<file path="config.mk">
export PLATFORM = sky130hd
export DESIGN_NAME = uilc_top
export DESIGN_NICKNAME = d
export VERILOG_FILES = /design/src/hw/uilc_pkg.sv /design/src/hw/uilc_top.sv
export SDC_FILE = /design/constraint.sdc
export NUM_CORES = 1
export LEC_CHECK = 0
export BUFFER_PORTS_ARGS = -buffer_cell sky130_fd_sc_hd__buf_4
export CAP_MARGIN = 20
export CORE_ASPECT_RATIO = 0.75
export CORE_MARGIN = 2
export CORE_UTILIZATION = 45
export DETAILED_ROUTE_END_ITERATION = 12
export PLACE_DENSITY = 0.67
export SYNTH_ARGS = -nofsm -noshare
export SYNTH_HDL_FRONTEND = slang
export SYNTH_SLANG_ARGS = --single-unit
</file>
<file path="constraint.sdc">
create_clock -name clk -period 14.4 [get_ports clk]
set_input_delay 2.88 -clock clk [delete_from_list [all_inputs] [get_ports clk]]
set_output_delay 2.88 -clock clk [all_outputs]
set_load 0.005 [all_outputs]
</file>
<file path="src/hw/uilc_pkg.sv">
// uilc_pkg: constants and types of the uart / infrared / lin controller
package uilc_pkg;
	localparam int DEPTH = 8;
	localparam int PW = 3;
	localparam int CW = 4;
	localparam int BLW = 22;
	localparam int IR_SH = 4;
	localparam logic [CW-1:0] FIFO_FULL = 4'h8;
	localparam logic [16:0] DIV_ADD = 17'h00002;
	localparam logic [4:0] OVS_M0 = 5'h10;
	localparam logic [4:0] ONE5 = 5'h01;
	localparam logic [1:0] IR_NUM = 2'h3;
	localparam logic [4:0] BRK_ADD = 5'h02;
	localparam logic [2:0] LAST_BIT = 3'h7;
	localparam logic [5:0] TOUT_BITS = 6'h28;
	localparam int RX_BRK = 2;
	localparam int RX_FRM = 1;
	localparam int RX_PAR = 0;
	typedef enum logic [2:0] {
		T_IDLE = 3'b000, T_BRK = 3'b001, T_START = 3'b010,
		T_DATA = 3'b011, T_PAR = 3'b100, T_STOP = 3'b101
	} uilc_tx_st_t;
	typedef enum logic [2:0] {
		R_IDLE = 3'b000, R_START = 3'b001, R_DATA = 3'b010,
		R_PAR = 3'b011, R_STOP = 3'b100, R_BRKW = 3'b101
	} uilc_rx_st_t;
endpackage : uilc_pkg

</file>
<file path="src/hw/uilc_top.sv">
// uilc_top: uart with fifos, integer baud divider, flow control, infrared and lin master
`timescale 1ns/10ps
`default_nettype none
module uilc_top import uilc_pkg::*; (
	input wire logic clk,
	input wire logic reset,
	input wire logic [7:0] tx_data,
	input wire logic tx_valid,
	output logic tx_ready,
	output logic [7:0] rx_data,
	output logic [2:0] rx_err,
	output logic rx_valid,
	input wire logic rx_ready,
	input wire logic baud_mode_hi,
	input wire logic baud_mode_lo,
	input wire logic [15:0] baud_divider,
	input wire logic [3:0] extra_divider,
	input wire logic parity_enable,
	input wire logic parity_even,
	input wire logic auto_rts_en,
	input wire logic auto_cts_en,
	input wire logic [3:0] flow_trigger_level,
	input wire logic [3:0] rx_trigger_level,
	input wire logic infrared_enable,
	input wire logic rx_invert,
	input wire logic lin_mode_enable,
	input wire logic [3:0] break_length,
	input wire logic lin_tx_start,
	input wire logic ser_rx,
	output logic ser_tx,
	input wire logic cts_n,
	output logic rts_n,
	input wire logic ir_rx,
	output logic ir_tx,
	output logic [3:0] tx_count,
	output logic [3:0] rx_count,
	output logic tx_busy,
	output logic rx_busy,
	output logic lin_tx_active,
	output logic tx_empty_irq,
	output logic rx_threshold_irq,
	output logic line_error_irq,
	output logic rx_timeout_irq,
	output logic modem_change_irq,
	output logic buffer_error_irq,
	output logic lin_break_irq
);
	// ----------------------------------------
	// baud generator
	// ----------------------------------------
	logic [16:0] dv;
	logic [4:0] mul;
	logic [BLW-1:0] bit_len, half_len, str_len, ir_pw;
	logic [BLW+1:0] ir_prod;
	assign dv = {1'b0, baud_divider} + DIV_ADD;
	always_comb begin
		case ({baud_mode_hi, baud_mode_lo})
			2'b10: mul = {1'b0, extra_divider} + ONE5;
			2'b11: mul = ONE5;
			default: mul = OVS_M0;
		endcase
	end
	assign bit_len = dv * mul;
	assign half_len = bit_len >> 1;
	assign str_len = bit_len - (bit_len >> 2);
	// pulse width scales with the bit, so any rate up to sir maximum works
	assign ir_prod = bit_len * IR_NUM;
	assign ir_pw = {2'b00, ir_prod[BLW+1:IR_SH]};

	// ----------------------------------------
	// pin synchronisers
	// ----------------------------------------
	logic [1:0] rx_s, cts_s, ir_s;
	always_ff @(posedge clk) begin
		if (reset) begin
			rx_s <= 2'b11;
			// keeps tracking the pin so no false modem change follows reset
			cts_s <= {cts_s[0], cts_n};
			ir_s <= 2'b11;
		end else begin
			rx_s <= {rx_s[0], ser_rx};
			cts_s <= {cts_s[0], cts_n};
			ir_s <= {ir_s[0], ir_rx};
		end
	end

	// ----------------------------------------
	// infrared decoder
	// ----------------------------------------
	uilc_tx_st_t tx_st;
	uilc_rx_st_t rx_st;
	logic ir_lvl, ir_prev_r, ir_fall, ir_nrz, rx_line;
	logic [BLW-1:0] str_cnt_r;
	assign ir_lvl = ir_s[1] ^ rx_invert;
	assign ir_fall = ir_prev_r & ~ir_lvl;
	// short pulse stretched past mid-bit so the sampler sees it
	always_ff @(posedge clk) begin
		if (reset) begin
			ir_prev_r <= 1'b1;
			str_cnt_r <= '0;
		end else begin
			ir_prev_r <= ir_lvl;
			if (ir_fall)
				str_cnt_r <= str_len;
			else if (str_cnt_r != '0)
				str_cnt_r <= str_cnt_r - 1'b1;
		end
	end
	assign ir_nrz = ~(ir_fall | (str_cnt_r != '0));
	// own transmission masks the receiver in infrared mode
	assign rx_line = infrared_enable ? ((tx_st != T_IDLE) | ir_nrz) : rx_s[1];

	// ----------------------------------------
	// transmit fifo
	// ----------------------------------------
	logic [7:0] tmem [DEPTH];
	logic [PW-1:0] twp_r, trp_r;
	logic [CW-1:0] tfc_r;
	logic tx_push, tx_pop;
	assign tx_push = tx_valid & tx_ready;
	always_ff @(posedge clk) begin
		if (tx_push)
			tmem[twp_r] <= tx_data;
	end
	always_ff @(posedge clk) begin
		if (reset) begin
			twp_r <= '0;
			trp_r <= '0;
			tfc_r <= '0;
			tx_ready <= 1'b0;
		end else begin
			twp_r <= twp_r + PW'(tx_push);
			trp_r <= trp_r + PW'(tx_pop);
			tfc_r <= tfc_r + CW'(tx_push) - CW'(tx_pop);
			tx_ready <= (tfc_r + CW'(tx_push) - CW'(tx_pop)) != FIFO_FULL;
		end
	end

	// ----------------------------------------
	// transmitter
	// ----------------------------------------
	logic [BLW-1:0] tt_r;
	logic [2:0] ti_r;
	logic [4:0] tbc_r;
	logic [7:0] tsh_r;
	logic tpar_r, tx_bit_r, lin_go_r, cts_ok, ir_block, bit_end, par_on;
	assign cts_ok = ~auto_cts_en | ~cts_s[1];
	assign ir_block = infrared_enable & ((rx_st != R_IDLE) | ~rx_line);
	assign bit_end = tt_r == bit_len - 1'b1;
	assign par_on = parity_enable & ~infrared_enable & ~lin_mode_enable;
	assign tx_pop = (tx_st == T_IDLE) & ~lin_go_r & (tfc_r != '0) & cts_ok & ~ir_block;
	always_ff @(posedge clk) begin
		if (reset) begin
			tx_st <= T_IDLE;
			tt_r <= '0;
			ti_r <= '0;
			tbc_r <= '0;
			tsh_r <= '0;
			tpar_r <= 1'b0;
			tx_bit_r <= 1'b1;
		end else begin
			tt_r <= (tx_st == T_IDLE || bit_end) ? '0 : tt_r + 1'b1;
			case (tx_st)
				T_IDLE: begin
					if (lin_go_r && !ir_block) begin
						tx_st <= T_BRK;
						tbc_r <= {1'b0, break_length} + BRK_ADD - ONE5;
						tx_bit_r <= 1'b0;
					end else if (tx_pop) begin
						tx_st <= T_START;
						tsh_r <= tmem[trp_r];
						tpar_r <= parity_even ? ^tmem[trp_r] : ~^tmem[trp_r];
						tx_bit_r <= 1'b0;
					end
				end
				T_BRK: if (bit_end) begin
					tbc_r <= tbc_r - ONE5;
					if (tbc_r == '0) begin
						tx_st <= T_STOP;
						tx_bit_r <= 1'b1;
					end
				end
				T_START: if (bit_end) begin
					tx_st <= T_DATA;
					ti_r <= '0;
					tx_bit_r <= tsh_r[0];
				end
				T_DATA: if (bit_end) begin
					tsh_r <= tsh_r >> 1;
					ti_r <= ti_r + 1'b1;
					if (ti_r == LAST_BIT) begin
						tx_st <= par_on ? T_PAR : T_STOP;
						tx_bit_r <= par_on ? tpar_r : 1'b1;
					end else begin
						tx_bit_r <= tsh_r[1];
					end
				end
				T_PAR: if (bit_end) begin
					tx_st <= T_STOP;
					tx_bit_r <= 1'b1;
				end
				T_STOP: if (bit_end)
					tx_st <= T_IDLE;
				default: tx_st <= T_IDLE;
			endcase
		end
	end
	// set by start request wins over the self clear
	always_ff @(posedge clk) begin
		if (reset)
			lin_go_r <= 1'b0;
		else if (lin_tx_start && lin_mode_enable)
			lin_go_r <= 1'b1;
		else if (tx_st == T_BRK && bit_end && tbc_r == '0)
			lin_go_r <= 1'b0;
	end
	always_ff @(posedge clk) begin
		if (reset) begin
			ser_tx <= 1'b1;
			ir_tx <= 1'b0;
		end else begin
			ser_tx <= infrared_enable | tx_bit_r;
			ir_tx <= infrared_enable & (tx_st != T_IDLE) & ~tx_bit_r & (tt_r < ir_pw);
		end
	end

	// ----------------------------------------
	// receiver
	// ----------------------------------------
	logic [BLW-1:0] rt_r;
	logic [2:0] ri_r;
	logic [7:0] rsh_r;
	logic rpe_r, rx_done, rx_full, rx_gate, stop_bad, brk_now;
	logic [10:0] rx_word;
	assign rx_gate = ~(auto_rts_en & rts_n);
	assign rx_done = (rx_st == R_STOP) && (rt_r == '0);
	assign rx_full = rx_count == FIFO_FULL;
	assign stop_bad = ~rx_line;
	assign brk_now = stop_bad & (rsh_r == '0);
	always_ff @(posedge clk) begin
		if (reset) begin
			rx_st <= R_IDLE;
			rt_r <= '0;
			ri_r <= '0;
			rsh_r <= '0;
			rpe_r <= 1'b0;
		end else begin
			rt_r <= (rt_r == '0) ? bit_len - 1'b1 : rt_r - 1'b1;
			case (rx_st)
				R_IDLE: if (!rx_line && rx_gate) begin
					rx_st <= R_START;
					rt_r <= half_len;
				end
				R_START: if (rt_r == '0) begin
					rx_st <= rx_line ? R_IDLE : R_DATA;
					ri_r <= '0;
					rpe_r <= 1'b0;
				end
				R_DATA: if (rt_r == '0) begin
					rsh_r <= {rx_line, rsh_r[7:1]};
					ri_r <= ri_r + 1'b1;
					if (ri_r == LAST_BIT)
						rx_st <= par_on ? R_PAR : R_STOP;
				end
				R_PAR: if (rt_r == '0) begin
					rpe_r <= rx_line != (parity_even ? ^rsh_r : ~^rsh_r);
					rx_st <= R_STOP;
				end
				R_STOP: if (rt_r == '0)
					rx_st <= stop_bad ? R_BRKW : R_IDLE;
				R_BRKW: if (rx_line)
					rx_st <= R_IDLE;
				default: rx_st <= R_IDLE;
			endcase
		end
	end
	assign rx_word = {brk_now, stop_bad, rpe_r, rsh_r};

	// ----------------------------------------
	// receive fifo and two-entry output buffer
	// ----------------------------------------
	logic [10:0] rmem [DEPTH];
	logic [10:0] ob_q [2];
	logic [PW-1:0] rwp_r, rrp_r;
	logic [1:0] ob_cnt_r, ob_nxt, ob_pos;
	logic rx_push, rx_pop, ob_pop;
	assign rx_push = rx_done & ~rx_full;
	assign ob_pop = rx_valid & rx_ready;
	assign rx_pop = (rx_count != '0) & ((ob_cnt_r != 2'h2) | ob_pop);
	assign ob_pos = ob_cnt_r - {1'b0, ob_pop};
	assign ob_nxt = ob_pos + {1'b0, rx_pop};
	always_ff @(posedge clk) begin
		if (rx_push)
			rmem[rwp_r] <= rx_word;
	end
	always_ff @(posedge clk) begin
		if (reset) begin
			rwp_r <= '0;
			rrp_r <= '0;
			rx_count <= '0;
			ob_cnt_r <= '0;
			rx_valid <= 1'b0;
		end else begin
			rwp_r <= rwp_r + PW'(rx_push);
			rrp_r <= rrp_r + PW'(rx_pop);
			rx_count <= rx_count + CW'(rx_push) - CW'(rx_pop);
			ob_cnt_r <= ob_nxt;
			rx_valid <= ob_nxt != '0;
		end
	end
	always_ff @(posedge clk) begin
		if (ob_pop)
			ob_q[0] <= ob_q[1];
		if (rx_pop) begin
			if (ob_pos == '0)
				ob_q[0] <= rmem[rrp_r];
			else
				ob_q[1] <= rmem[rrp_r];
		end
	end
	assign rx_data = ob_q[0][7:0];
	assign rx_err = ob_q[0][10:8];

	// ----------------------------------------
	// flow control, timeout, status and interrupts
	// ----------------------------------------
	logic [BLW-1:0] tck_r;
	logic [5:0] tbits_r;
	logic cts_prev_r;
	always_ff @(posedge clk) begin
		if (reset)
			rts_n <= 1'b0;
		else
			rts_n <= auto_rts_en & (rx_count >= flow_trigger_level);
	end
	// idle time counted in bit times, restarted by any receive activity
	always_ff @(posedge clk) begin
		if (reset || rx_st != R_IDLE || rx_pop || rx_count == '0) begin
			tck_r <= '0;
			tbits_r <= '0;
		end else if (tbits_r != TOUT_BITS) begin
			tck_r <= (tck_r == bit_len - 1'b1) ? '0 : tck_r + 1'b1;
			if (tck_r == bit_len - 1'b1)
				tbits_r <= tbits_r + 1'b1;
		end
	end
	always_ff @(posedge clk) begin
		if (reset) begin
			cts_prev_r <= cts_s[1];
			tx_empty_irq <= 1'b0;
			rx_threshold_irq <= 1'b0;
			line_error_irq <= 1'b0;
			rx_timeout_irq <= 1'b0;
			modem_change_irq <= 1'b0;
			buffer_error_irq <= 1'b0;
			lin_break_irq <= 1'b0;
			tx_busy <= 1'b0;
			rx_busy <= 1'b0;
		end else begin
			cts_prev_r <= cts_s[1];
			tx_empty_irq <= tfc_r == '0;
			rx_threshold_irq <= (rx_count >= rx_trigger_level) && rx_count != '0;
			line_error_irq <= rx_done & (rx_full | stop_bad | rpe_r);
			rx_timeout_irq <= tbits_r == TOUT_BITS;
			modem_change_irq <= cts_s[1] != cts_prev_r;
			buffer_error_irq <= rx_done & rx_full;
			lin_break_irq <= rx_done & brk_now & lin_mode_enable;
			tx_busy <= tx_st != T_IDLE;
			rx_busy <= rx_st != R_IDLE;
		end
	end
	assign tx_count = tfc_r;
	assign lin_tx_active = lin_go_r;
endmodule : uilc_top
`default_nettype wire

</file>
* Yosys cells after proc, flatten, opt, wreduce, memory -nomap -nowiden
Memory sizes are Yosys's and may differ from the RTL's. A register that Yosys moved wholly into a read port is not among the register bits.
Index checks and enable logic that the tools add are counted.
** Word-level totals
- Bits in registers :: 175
- Bits in latches :: 0
- RAM bits :: 174
- Bits in read-only memories :: 0
- Input bits :: 57
- Output and inout bits :: 34
- Logic and storage cells :: 285
- Memories :: 3
** Memory list
- rmem :: words 8, width 11, read ports 1, clocked after Yosys merged registers in 1, write ports 1, line uilc_top.sv:282 : logic [10:0] rmem [DEPTH];
- tmem :: words 8, width 8, read ports 1, clocked after Yosys merged registers in 1, write ports 1, line uilc_top.sv:116 : logic [7:0] tmem [DEPTH];
- ob_q :: words 2, width 11, read ports 2, clocked after Yosys merged registers in 0, write ports 2, line uilc_top.sv:283 : logic [10:0] ob_q [2];
** Cells by class
- $add $sub $neg :: 24
- Multiply operators :: 2
- Div/mod/pow operators :: 0
- $lt $le $gt $ge :: 3
- Equality and inequality tests :: 41
- Shifts and indexed selects :: 0
- Multiplexer cells :: 74
- Bitwise gates (word level) :: 45
- Reduce and logical (&&, ||, !) cells :: 51
** Operator list (count)
- two-way mux 22 bit :: 6
- two-way mux 3 bit :: 23
- subtractor 22 x 1 -> 22 bit (second input constant) :: 3
- adder 22 x 1 -> 22 bit (second input constant) :: 2
- == test 22 bit :: 2
- case mux 3 bit (6 select lines) :: 2
- inequality test 2 bit (second input constant) :: 15
- two-way mux 1 bit :: 29
- multiplier 22 x 2 -> 24 bit (second input constant) :: 1
- two-way mux 8 bit :: 3
- AND 1 bit :: 22
- logical NOT 22 bit :: 1
- less-than comparator 22 x 20 -> 1 bit :: 1
- multiplier 17 x 5 -> 22 bit :: 1
- nonzero test 22 bit :: 1
- subtractor 22 x 20 -> 22 bit :: 1
- case mux 5 bit (2 select lines) :: 2
- == test 3 bit (second input constant) :: 6
- adder 16 x 2 -> 17 bit (second input constant) :: 1
- case mux 8 bit (2 select lines) :: 1
- nonzero test 2 bit :: 8
- XNOR reduction 8 bit :: 2
- parity 8 bit :: 2
- AND reduction 3 bit :: 5
- 46 further kinds :: 100

* Longest topological paths before layout
- Word-level depth :: 15
- Mapped depth :: 37
- Depth with buffers taken out :: 34

* Worst setup path before layout
Ideal clock, no wire load.
- Kind :: input to register
- From :: input extra_divider[0]
- To :: register ir_tx
- Library setup time :: 0.074 ns
- Arrival time :: 10.179 ns
- Data required time :: 14.326 ns
- Slack :: 4.146 ns
- Stages :: 32
- Cell sequence :: ha_1 nand4b_1 and2_1 clkbuf_1 clkbuf_1 nor2_1 fa_1 fa_1 inv_1 fa_1 inv_1 ha_1 buf_2 a21o_1 or3_1 o211ai_1 ha_1 and2_1 o21ai_0 o21ai_0 a41oi_1 a21oi_1 o221a_2 a311oi_1 o21ai_0 a221oi_1 xor2_1 ha_1 nand4_1 nor3_1 a221o_1 a31oi_1
** On the way
- Word-level cells in the longest chain between the ends :: 6
** RTL lines
- from (decl) :: line uilc_top.sv:17 : input wire logic [3:0] extra_divider,
- adder 4 x 1 -> 5 bit :: line uilc_top.sv:58 : 2'b10: mul = {1'b0, extra_divider} + ONE5;
- case mux 5 bit (2 select lines) :: line uilc_top.sv:57 : case ({baud_mode_hi, baud_mode_lo})
- multiplier 17 x 5 -> 22 bit :: line uilc_top.sv:63 : assign bit_len = dv * mul;
- multiplier 22 x 2 -> 24 bit :: line uilc_top.sv:67 : assign ir_prod = bit_len * IR_NUM;
- less-than comparator 22 x 20 -> 1 bit :: line uilc_top.sv:223 : ir_tx <= infrared_enable & (tx_st != T_IDLE) & ~tx_bit_r & (tt_r < ir_pw);
- AND 1 bit :: line uilc_top.sv:223
- to (signal assigned) :: line uilc_top.sv:223
- to (decl) :: line uilc_top.sv:34 : output logic ir_tx,
Every way passes these cells.
A chain may end at the register's enable or synchronous reset.

* Final worst setup path
- From :: input baud_mode_hi
- To :: register tck_r[17]
** On the way
- Word-level cells in the longest chain between the ends :: 6
** RTL lines
- from (decl) :: line uilc_top.sv:14 : input wire logic baud_mode_hi,
- == test 2 bit :: line uilc_top.sv:57
- case mux 5 bit (2 select lines) * :: line uilc_top.sv:57
- multiplier 17 x 5 -> 22 bit * :: line uilc_top.sv:63
- subtractor 22 x 1 -> 22 bit * :: line uilc_top.sv:342 : tck_r <= (tck_r == bit_len - 1'b1) ? '0 : tck_r + 1'b1;
- == test 22 bit * :: line uilc_top.sv:342
- two-way mux 22 bit * :: line uilc_top.sv:342
- to (signal assigned) :: line uilc_top.sv:342
- to (decl) :: line uilc_top.sv:327 : logic [BLW-1:0] tck_r;
Every way passes the cells marked *; elsewhere a longest branch is shown, timed or not.

==> qor.txt <==
Run status: finished clean
#FFs+latches synth: 349
CP delay by family, top: simple AND/OR/NAND/NOR gates
Root buffer cell: clkbuf_16
Total clock sinks: 349
Vias in the first global route: 16745
Post-Route Skew: 0.03299 ns
Fraction of the mapped netlist area in compound gates: 12.57%
Final min period: 11.42 ns
Post-DP HPWL: 42.19 mm
Layout cell share with drive strength beyond 1: 11.72%
Area Growth Syn to Fin: 9.948%
Drc violations: 0
Number of flops mapped to enable cells by yosys: 174
RSZ-0062 raised after global routing: no
N_diodes: 0
Post-route ant nets: 0
Warnings, synthesis: 0
Initial antenna violation count: 0
Hold buffers post-CTS: 0
Post-synth ARST share: 0%
PostCTS Resize Cnt: 0
Peak VDD IR: 0.08557 mV
Tot Pwr: 4.330 mW
Gr ovfl total: 0
1st-pass router iterations: 7
Main synth FF type: dfxtp_1
CTS Buffer Depth: 3
Post-Synth Simple-Gate Area: 17.14%
Crit Path Category: input pin to register
Final setup violation count: 0
Required @ worst endpoint: 14.78 ns
GP Congestion: 0.9213
Avg Inst Size Synth: 9.811 sq um
XOR/XNOR Fraction of Synth Area: 9.274%
Slew @ Worst Pin: 1.116 ns
Post-synthesis adder-cell area fraction: 12.12%
Worst-path clk slew: 0.06 ns
Final period util: 79.29%
Largest net degree at the start of global routing: 65
CTS buffer count: 35
Hold WC Path Type: register to register
Max-cap violations: 0
Syn nets: 2594
Register area share after synthesis: 37.92%
Mapped Cells: 2346
DR iter-0 viols: 1482
CP Max Fanout: 21
Vias/cell: 5.757
Crit path buffers/inverters: 3
Io pins: 91
Worst slew margin: 25.62%
Nets: 2627
# placed instances: 2999
DR vias: 17634
Clk_lat worst skew: 0.56 ns
Slew Limit Fails: 0
Critical path's largest stage delay: 0.84 ns
Synth unique cells: 103
CORE AREA: 50370 sq um
Horiz. Die Dim: 265.1 um
Tightest hold margin: 0.3271 ns
Power per cell area: 171.1 nW/um^2
Arr. time, crit path: 11.80 ns
Tot GR Track Use: 21.15%
Cell Count, Final, Fillers Out: 3063
Site row count: 71
Port Buffers: 90
Initial Utilization: 45.69%
Post-synthesis mux area share: 5.991%
Util after Layout: 50.24%
Peak Freq: 0.08758 GHz
Crit-path slowest cell: a2111oi_0
Mapped Area: 23020 sq um
Routed len/inst: 18.50 um
Leak pwr: 9.954 nW
Largest family of logic cells by synthesized area: simple AND/OR/NAND/NOR gates
Setup Buffers After CTS: 0
Die H: 199.9 um
Setup_tns: 0 ns
Max H-tree Level: 2
DRT Wirelength: 56.66 mm
Element type at the critical path end: register
First-pass GRT wire length: 90.55 mm
Final hold vios: 0
Worst Setup Start Kind: input pin
CTS tree: yes
Die ar.: 52990 sq um
## logic make-up after synthesis
logic type               count (synthesis)
flip-flops                             349
buffers and inverters                  268
adder cells (fa/ha/maj)                195
multiplexers                            87
AO/OA/AOI/OAI                          421
XOR/XNOR                               225
AND/OR/NAND/NOR                        801
## Yosys cell counts (29+ instances only)
cell type	instances	area [sq um]
nor2_1	272	1021
dfxtp_1	175	3503
edfxtp_1	174	5225
inv_1	145	544.3
ha_1	143	1789
nand2_1	140	525.5
a21oi_1	125	625.6
xnor2_1	117	1025
xor2_1	96	840.8
clkbuf_1	72	270.3
o21ai_0	71	355.3
nand3_1	68	340.3
fa_1	48	960.9
nor3_1	48	240.2
nand2b_1	46	287.8
a211oi_1	39	292.8
nand4_1	39	244.0
mux4_2	38	855.8
and3_1	33	206.5
nor2b_1	29	181.4
## power breakdown
part	internal [mW]	leakage, nW	switching, mW	total, mW
registers	1.21	3.03	0.113	1.32
logic	0.862	6.37	1.22	2.08
clock network	0.524	0.556	0.399	0.923
## flip-flops by register name, summed over array words and instances, names as in the netlist, 4 cells and up
signal / flops
rt_r: 22
tbc_r: 5
tmem: 64
rmem: 88
tck_r: 22
rsh_r: 8
rx_count: 4
tsh_r: 8
ob_q: 22
tt_r: 22
tx_count: 4
str_cnt_r: 22
tbits_r: 6
## cell type report
cell class	instances	area [sq um]
fill	4478	25060
sequential	349	8728
multi-input combinational	1729	13160
tap	657	822.0
clock buffer	52	999.7
clock inverter	12	150.1
timing repair buffer	112	868.3
inverter	152	575.6
## metrics by stage
step	worst slack, ns	cell area, sq um
6_report	2.982	25310
5_1_grt	2.337	25310
4_1_cts	3.206	25310
3_5_place_dp	2.732	24160
3_3_place_gp	2.962	24110
2_1_floorplan	4.146	23020
## cells in the final DEF, fill, tap and decap left out, drive strengths merged, types with 26 or more instances in the layout
cell type	instances
ha	143
mux2	26
xnor2	119
nand3	68
a21oi	129
buf	112
nand4	39
dfxtp	175
inv	151
a211oi	41
clkbuf	52
xor2	96
nor3	49
and3	33
nand2	140
mux4	38
nor2b	29
edfxtp	174
nand2b	46
fa	48
o21ai	77
nor2	272
## per-layer routing
metal,GRT usage [%],vias to the layer above,wire (um)
li1,-,8444,-
met5,0,-,0
met4,3.160,0,618
met1,32.44,8568,27650
met2,31.74,570,24160
met3,3.606,52,4232
## final timing paths
kind	to	cells past startpoint	from	slack (ns)
min	cts_s[1]	0	cts_s[0]	0.33
max reg2reg	rt_r[16]	11	str_cnt_r[2]	9.25
min reg2reg	cts_s[1]	0	cts_s[0]	0.33
max	tck_r[17]	25	baud_mode_hi	2.98
(Power assumes the default switching activity.)
